==> src/pkg/crossing_irq_pkg.sv <==
// shared constants and types for the input crossing interrupt block
package crossing_irq_pkg;
    localparam int NUM_INPUTS     = 12;
    localparam int SEL_W          = 2;
    localparam int ENABLE_W       = 24;
    localparam int ADDR_W         = 8;
    localparam int DATA_W         = 32;
    // register word offsets, byte address is four times the index
    localparam logic [ADDR_W-1:0] EDGE_SEL_IDX    = 8'h25;
    localparam logic [ADDR_W-1:0] IRQ_STATUS_IDX  = 8'h28;
    localparam logic [ADDR_W-1:0] IRQ_MASK_IDX    = 8'h29;
    localparam logic [ADDR_W-1:0] LEVEL_IDX       = 8'h2A;
    localparam logic [ENABLE_W-1:0] EDGE_SEL_RST  = 24'h000000;
    localparam logic [NUM_INPUTS-1:0] MASK_RST    = 12'hFFF;
    localparam logic [DATA_W-1:0] UNMAPPED_DATA   = 32'h00000000;
    // edge selection codes
    localparam logic [SEL_W-1:0] SEL_NONE    = 2'h0;
    localparam logic [SEL_W-1:0] SEL_RISE    = 2'h1;
    localparam logic [SEL_W-1:0] SEL_FALL    = 2'h2;
    localparam logic [SEL_W-1:0] SEL_BOTH    = 2'h3;

    // one avalon request as seen by the slave
    typedef struct packed {
        logic              read;
        logic              write;
        logic [ADDR_W-1:0] address;
        logic [DATA_W-1:0] writedata;
        logic [3:0]        byteenable;
    } av_req_s;
endpackage

==> src/rtl/input_crossing_irq_enable.sv <==
// interrupt edge selection, crossing detection and irq for inputs 0 to 11
//
// Functional notes
// - 24-bit rw register, input n owns bits 2n+1 down to 2n.
// - register at index 25h, resets to zero, all interrupts off.
// - code 0: no interrupt for that input.
// - code 1: interrupt only on rising crossing above threshold.
// - code 2: interrupt only on falling crossing below threshold.
// - code 3: interrupt on any threshold crossing.
//
// Implementation choice: the Avalon-MM interface to the registers.
`timescale 1ns/100ps
module input_crossing_irq_enable #(
    parameter int NUM_INPUTS = crossing_irq_pkg::NUM_INPUTS
) (
    input  wire logic                                clk,
    input  wire logic                                rst_n,
    input  wire crossing_irq_pkg::av_req_s           av_req,
    output logic [crossing_irq_pkg::DATA_W-1:0]      av_readdata,
    output logic                                     av_waitrequest,
    input  wire logic [NUM_INPUTS-1:0]               above_threshold,
    output logic                                     irq_n
);

    ////////////////////////////////////////////////////////////////////////
    // register map, word index on the bus, byte address is four times it
    //   25h  edge selection, two bits per input, read/write, reset zero
    //   28h  crossing status, sticky, write one to clear
    //   29h  crossing mask, a one masks the input, reset all masked
    //   2Ah  last sampled comparator levels, read only
    //   other indexes read zero, writes to them are dropped
    //
    // edge selection fields
    //   input0_irq_edge_sel   bits 1:0
    //   input1_irq_edge_sel   bits 3:2
    //   input2_irq_edge_sel   bits 5:4
    //   input3_irq_edge_sel   bits 7:6
    //   input4_irq_edge_sel   bits 9:8
    //   input5_irq_edge_sel   bits 11:10
    //   input6_irq_edge_sel   bits 13:12
    //   input7_irq_edge_sel   bits 15:14
    //   input8_irq_edge_sel   bits 17:16
    //   input9_irq_edge_sel   bits 19:18
    //   input10_irq_edge_sel  bits 21:20
    //   input11_irq_edge_sel  bits 23:22
    //
    // edge selection codes
    //   0  no interrupt for the input
    //   1  rising crossing of input_level_threshold only
    //   2  falling crossing of input_level_threshold only
    //   3  either crossing
    //
    // ports
    //   above_threshold  comparator result per input, a one is above
    //   irq_n            low while any unmasked status bit is set
    //
    // timing
    //   every access waits one cycle, waitrequest drops in the second
    //   back-to-back requests each wait their own cycle again
    //   a read captures its register in the waiting cycle
    //   read data then stands until the next read
    //   a comparator change sets its status bit on the same edge that samples it
    //   irq_n follows an unmasked status bit one edge later
    //   the first cycle after reset never reports a crossing
    //
    // hazards
    //   a clear and a new event in one cycle keep the bit set
    //   edge selection writes honour byte lanes 0 to 2 only
    //   the mask resets to all masked, so no irq before software opts in

    ////////////////////////////////////////////////////////////////////////
    // state
    logic [crossing_irq_pkg::ENABLE_W-1:0] edge_sel_ff;
    logic [NUM_INPUTS-1:0]                 status_ff;
    logic [NUM_INPUTS-1:0]                 mask_ff;
    logic [NUM_INPUTS-1:0]                 level_ff;
    logic                                  level_valid_ff;
    logic [NUM_INPUTS-1:0]                 crossing_hit;
    logic                                  access;
    logic                                  answer;
    logic                                  wr_take;
    logic                                  rd_launch;
    logic [crossing_irq_pkg::ADDR_W-1:0]   word_idx;
    logic [crossing_irq_pkg::DATA_W-1:0]   nxt_readdata;
    logic [crossing_irq_pkg::ENABLE_W-1:0] nxt_edge_sel;
    logic [NUM_INPUTS-1:0]                 nxt_mask;
    logic [NUM_INPUTS-1:0]                 nxt_status;
    logic [NUM_INPUTS-1:0]                 clear_bits;
    logic [NUM_INPUTS-1:0]                 pending;
    logic                                  nxt_irq_n;
    logic                                  nxt_waitrequest;
    logic                                  hit_edge_sel;
    logic                                  hit_status;
    logic                                  hit_mask;

    // bus handshake sequencer states
    typedef enum logic {
        BUS_IDLE,
        BUS_ANSWER
    } bus_state_e;
    bus_state_e                            bus_state_ff;
    bus_state_e                            nxt_bus_state;

    // byte lanes that reach the edge selection register
    localparam int LANE_W     = 8;
    localparam int EDGE_LANES = crossing_irq_pkg::ENABLE_W / LANE_W;

    ////////////////////////////////////////////////////////////////////////
    // bus decode: one wait cycle, request taken when waitrequest is low
    assign access    = av_req.read | av_req.write;
    assign answer    = (bus_state_ff == BUS_ANSWER);
    assign word_idx  = {2'h0, av_req.address[crossing_irq_pkg::ADDR_W-1:2]};
    assign wr_take   = av_req.write & answer;
    assign rd_launch = av_req.read & ~answer; // read data captured here

    // word selects for the writable registers
    assign hit_edge_sel = (word_idx == crossing_irq_pkg::EDGE_SEL_IDX);
    assign hit_status   = (word_idx == crossing_irq_pkg::IRQ_STATUS_IDX);
    assign hit_mask     = (word_idx == crossing_irq_pkg::IRQ_MASK_IDX);

    // idle sees a request, answer drops waitrequest for one cycle
    always_comb begin
        nxt_bus_state   = bus_state_ff;
        nxt_waitrequest = 1'b1;
        case (bus_state_ff)
            BUS_IDLE: begin
                if (access) begin
                    nxt_bus_state   = BUS_ANSWER;
                    nxt_waitrequest = 1'b0;
                end
            end
            BUS_ANSWER: begin
                nxt_bus_state   = BUS_IDLE;
                nxt_waitrequest = 1'b1;
            end
            default: begin
                nxt_bus_state   = BUS_IDLE;
                nxt_waitrequest = 1'b1;
            end
        endcase
    end

    // handshake state, back to idle in reset
    always_ff @(posedge clk or negedge rst_n) begin
        if (!rst_n) begin
            bus_state_ff <= BUS_IDLE;
        end else begin
            bus_state_ff <= nxt_bus_state;
        end
    end

    // waitrequest high in reset, between accesses and in the first cycle
    always_ff @(posedge clk or negedge rst_n) begin
        if (!rst_n) begin
            av_waitrequest <= 1'b1;
        end else begin
            av_waitrequest <= nxt_waitrequest;
        end
    end

    // read data mux, unmapped reads return zero
    always_comb begin
        nxt_readdata = crossing_irq_pkg::UNMAPPED_DATA;
        case (word_idx)
            crossing_irq_pkg::EDGE_SEL_IDX:
                nxt_readdata[crossing_irq_pkg::ENABLE_W-1:0] = edge_sel_ff;
            crossing_irq_pkg::IRQ_STATUS_IDX:
                nxt_readdata[NUM_INPUTS-1:0] = status_ff;
            crossing_irq_pkg::IRQ_MASK_IDX:
                nxt_readdata[NUM_INPUTS-1:0] = mask_ff;
            crossing_irq_pkg::LEVEL_IDX:
                nxt_readdata[NUM_INPUTS-1:0] = level_ff;
            default:
                nxt_readdata = crossing_irq_pkg::UNMAPPED_DATA;
        endcase
    end

    // registered read data, valid while waitrequest is low
    always_ff @(posedge clk or negedge rst_n) begin
        if (!rst_n) begin
            av_readdata <= crossing_irq_pkg::UNMAPPED_DATA;
        end else if (rd_launch) begin
            av_readdata <= nxt_readdata;
        end
    end

    ////////////////////////////////////////////////////////////////////////
    // next edge selection value, only lanes 0 to 2 hold fields
    always_comb begin
        nxt_edge_sel = edge_sel_ff;
        if (wr_take && hit_edge_sel) begin
            for (int b = 0; b < EDGE_LANES; b++) begin
                if (av_req.byteenable[b]) begin
                    nxt_edge_sel[b*LANE_W +: LANE_W] =
                        av_req.writedata[b*LANE_W +: LANE_W];
                end
            end
        end
    end

    // edge selection register, every input off after reset
    always_ff @(posedge clk or negedge rst_n) begin
        if (!rst_n) begin
            edge_sel_ff <= crossing_irq_pkg::EDGE_SEL_RST;
        end else begin
            edge_sel_ff <= nxt_edge_sel;
        end
    end

    // next mask value, a one blocks the input from the irq pin
    always_comb begin
        nxt_mask = mask_ff;
        if (wr_take && hit_mask) begin
            nxt_mask = av_req.writedata[NUM_INPUTS-1:0];
        end
    end

    // mask register, every input masked after reset
    always_ff @(posedge clk or negedge rst_n) begin
        if (!rst_n) begin
            mask_ff <= crossing_irq_pkg::MASK_RST;
        end else begin
            mask_ff <= nxt_mask;
        end
    end

    ////////////////////////////////////////////////////////////////////////
    // previous comparator levels, the edge reference for every input
    always_ff @(posedge clk or negedge rst_n) begin
        if (!rst_n) begin
            level_ff <= '0;
        end else begin
            level_ff <= above_threshold;
        end
    end

    // history valid flag, the first sample after reset is no crossing
    always_ff @(posedge clk or negedge rst_n) begin
        if (!rst_n) begin
            level_valid_ff <= 1'b0;
        end else begin
            level_valid_ff <= 1'b1;
        end
    end

    // per-input crossing qualification by its edge selection code
    for (genvar i = 0; i < NUM_INPUTS; i++) begin : g_cross
        logic [crossing_irq_pkg::SEL_W-1:0] sel;
        logic                               rise;
        logic                               fall;
        assign sel  = edge_sel_ff[i*crossing_irq_pkg::SEL_W +:
                                  crossing_irq_pkg::SEL_W];
        assign rise = level_valid_ff & above_threshold[i] & ~level_ff[i];
        assign fall = level_valid_ff & ~above_threshold[i] & level_ff[i];
        always_comb begin
            case (sel)
                crossing_irq_pkg::SEL_NONE: crossing_hit[i] = 1'b0;
                crossing_irq_pkg::SEL_RISE: crossing_hit[i] = rise;
                crossing_irq_pkg::SEL_FALL: crossing_hit[i] = fall;
                crossing_irq_pkg::SEL_BOTH:
                    crossing_hit[i] = rise | fall;
                default: crossing_hit[i] = 1'b0;
            endcase
        end
    end

    ////////////////////////////////////////////////////////////////////////
    // status bits that software asks to clear in this cycle
    assign clear_bits = (wr_take && hit_status) ?
                        av_req.writedata[NUM_INPUTS-1:0] : '0;

    // sticky status, write one to clear, a new event wins over the clear
    always_comb begin
        nxt_status = (status_ff & ~clear_bits) | crossing_hit;
    end

    // status register, nothing pending after reset
    always_ff @(posedge clk or negedge rst_n) begin
        if (!rst_n) begin
            status_ff <= '0;
        end else begin
            status_ff <= nxt_status;
        end
    end

    // events that reach the pin
    assign pending = status_ff & ~mask_ff;

    // active-low level interrupt while any unmasked status bit is set
    always_comb begin
        nxt_irq_n = ~|pending;
    end

    // interrupt pin register, released in reset
    always_ff @(posedge clk or negedge rst_n) begin
        if (!rst_n) begin
            irq_n <= 1'b1;
        end else begin
            irq_n <= nxt_irq_n;
        end
    end

endmodule

==> config.mk <==
export PLATFORM = sky130hd
export DESIGN_NAME = input_crossing_irq_enable
export DESIGN_NICKNAME = d
export VERILOG_FILES = /design/src/pkg/crossing_irq_pkg.sv /design/src/rtl/input_crossing_irq_enable.sv
export SDC_FILE = /design/constraint.sdc
export NUM_CORES = 1
export LEC_CHECK = 0
export BUFFER_PORTS_ARGS = -buffer_cell sky130_fd_sc_hd__buf_2
export CELL_PAD_IN_SITES_DETAIL_PLACEMENT = 0
export CELL_PAD_IN_SITES_GLOBAL_PLACEMENT = 1
export CORE_MARGIN = 2
export CORE_UTILIZATION = 28
export CTS_BUF_LIST = sky130_fd_sc_hd__clkbuf_8
export DETAILED_ROUTE_END_ITERATION = 8
export PLACE_DENSITY_LB_ADDON = 0.25
export SETUP_SLACK_MARGIN = 0.4
export SLEW_MARGIN = 20
export SYNTH_ARGS = -nofsm -noshare
export SYNTH_HDL_FRONTEND = slang
export SYNTH_SLANG_ARGS = --single-unit
==> constraint.sdc <==
create_clock -name clk -period 1.99 [get_ports clk]
set_clock_uncertainty 0.2 [all_clocks]
set_input_delay 0.398 -clock clk [delete_from_list [all_inputs] [get_ports clk]]
set_output_delay 0.398 -clock clk [all_outputs]
set_load 0.005 [all_outputs]
==> flow_summary.toml <==
[logic_synthesis]
synth_top_area_cell = "dfrtp_1"
synth_flop_cell = "dfrtp_1"
synth_top_area_share_pct = 45.7
synth_seq_area_share_pct = 54.7
syn-instance-count = 345
syn_area_per_cell_um2 = 11.8
synth_warnings = 0
synth_edf_count = 0
synth_cell_type_count = 32
synth_top_cells_by_area = "dfrtp_1, dfstp_2, mux2_2"
synthArstFlopShare_pct = 100
syn_area_um2 = 4060
synth-seq-cells = 88

[finish]
design_area_um2 = 5140
area_delta_synth_final_pct = 26.7
drive_gt1_share_pct = 40.4
layout.nets = 506
n_antenna_cell = 0

[placed_design]
place_area_um2 = 4780
dp_hpwl_um = 7580
place_congestion = 0.772
io_buffers = 74

[die]
dieArea_um2 = 15500
fp.dieH_um = 124
die_w_um = 124
start_util_pct = 29.0
coreArea_um2 = 14000
pin_count = 94
num_rows = 43

[min_path]
hp-start = "av_req[19]"
min_to = "edge_sel_ff[15]"
hold_path.class = "in2reg"
min_path_cells = 2

[grt]
antenna_found_initial = 0
grt_pass1_vias = 3194
grt_start_max_net_pins = 89
overflow = 0
track_usage_pct = 14.5
grt_pass1_wl_um = 17500

[sta]
period_share_pct = 80.1
final-max-slew-violation-count = 0
setup_viol = 0
fmax_ghz = 0.627
tightest_slew_ns = 0.572
maxSlewHeadroom_pct = 61.9
fin_setup_tns_ns = 0
grt_setup_unrepaired = "yes"
hold_viol = 0
final.min_clock_period_ns = 1.59

[setup_path]
cp-end-kind = "register"
cp_max_fo = 8
startpoint_type = "primary input"
worst_ep_arrival_time_ns = 1.65
r2r_end = "edge_sel_ff[9]"
worst-setup-path-type = "in2reg"
critical_path_required_ns = 2.04
ff2ff_path_depth = 4
reg2reg_slack_ns = 0.41
worstReg2RegStart = "answer"

[job]
max-cap-violations = 0

[drt]
drt-vias-per-instance = 4.83
wl_per_cell_um = 17.4
num_vias = 3047
wirelength_um = 11000
dr.pass1.iters = 4
ant_nets = 0
drtIter0Drc = 129
route.detailed.drc = 0

[clock_network]
cts_made_buffers = 9
clockBufferDepth = 2
cts_htree_levels = 3
clk_pin_slew_worst_paths_ns = 0.09
clock_sinks = 88
clockRootBuffer = "clkbuf_8"
insertion_delay_ns = 0.37
tritoncts = "yes"

[power]
p_leak_nw = 2.35
powerDensity_nw_per_um2 = 733
max-vdd-ir-drop_mv = 0.391
totalPowerFinal_mw = 3.76

[run_status]
status = "complete, no violations"
==> cell usage in the layout, fill, tap and decap left out, types with 8 or more instances in the layout <==
cell	instances
a22o_1	12
a22oi_1	12
buf_2	71
buf_4	20
clkbuf_8	11
conb_1	9
dfrtp_1	74
dfstp_2	14
dlygate4sd3_1	13
inv_1	8
mux2_2	27
mux2_4	21
nand2_1	51
nand2b_1	10
nand3b_1	11
nand4_1	24
o211ai_1	12
o21ai_0	23
==> metrics by stage <==
stage                     hold slack (ns)  worst slack, ns  utilization, %  std cells
after CTS                          0.0355            0.379            36.5        629
final                              0.0587            0.396            36.7        631
after global placement              0.263           0.0255            34.2        598
after floorplan                   -0.0976            0.215               -        352
after detailed placement            0.266           0.0114            34.2        598
after global routing               0.0357            0.360            36.7        631
==> flip-flops by register name, summed over array words and instances (netlist names) <==
signal          flops
level_valid_ff      1
av_readdata        24
av_waitrequest      1
mask_ff            12
irq_n               1
answer              1
edge_sel_ff        24
level_ff           12
status_ff          12
==> cell usage after synthesis (10+ instances only) <==
| library cell | number |
|---|---|
| nand4_1 | 24 |
| mux2_1 | 10 |
| nand3b_1 | 11 |
| nand2b_1 | 10 |
| nand2_1 | 51 |
| a22oi_1 | 12 |
| o21ai_0 | 23 |
| mux2_2 | 28 |
| mux2_4 | 10 |
| clkbuf_1 | 14 |
| a22o_1 | 12 |
| dfstp_2 | 14 |
| dfrtp_1 | 74 |
| o211ai_1 | 12 |
==> how the worst max path moves through the flow <==
| stage | start | to | slack, ns | cells after the start |
|---|---|---|---|---|
| floorplan | av_req[42] | mask_ff[10] | 0.21 | 5 |
| global placement | av_req[42] | edge_sel_ff[12] | 0.03 | 6 |
| detailed placement | av_req[42] | edge_sel_ff[12] | 0.01 | 6 |
| CTS | av_waitrequest | av_waitrequest | 0.38 | 1 |
| global route | answer | edge_sel_ff[14] | 0.36 | 4 |
| finish | av_req[42] | edge_sel_ff[9] | 0.40 | 6 |
==> routing by layer <==
layer,wire [um],vias up,global-route usage (%)
met5,0,-,0
met4,116,0,3.83
met3,485,8,4.55
met2,4960,65,22.0
met1,5400,1541,20.0
li1,-,1433,-
==> repair_timing <==
item,in CTS,in global routing
cloned,0,0
gates resized for setup,3,4
setup buffers,2,2
setup endpoints to repair,38,35
endpoints found under the hold margin,86,0
pin swaps,2,3
hold buffers,13,0
==> cell type report <==
cell class,count,area [um^2]
clock buffers,11,151
clock inverters,5,20.0
fillers,1466,8850
inverters,4,15.0
multi-input cells,231,1740
flip-flops and latches,88,2220
well taps,180,225
repair buffers,112,769
==> cells by family after synthesis <==
logic type | synth area share [%]
AND/OR/NAND/NOR | 15.7
multiplexers | 14.3
AO/OA/AOI/OAI | 10.7
flip-flops | 54.7
buffers and inverters | 4.41
other | 0.185
==> report_power, final <==
| part | switching (mW) | internal [mW] |
|---|---|---|
| Clock | 0.615 | 0.503 |
| Combinational | 0.277 | 0.303 |
| Sequential | 0.114 | 1.95 |
| Total | 1.01 | 2.76 |
==> worst max-delay path: stages <==
cell      delay (ns)
buf_2           0.12
nor4bb_2        0.25
buf_4           0.17
buf_12          0.11
nand4_4         0.23
mux2_4          0.37
Note: power is estimated with default switching activity, not from simulation.
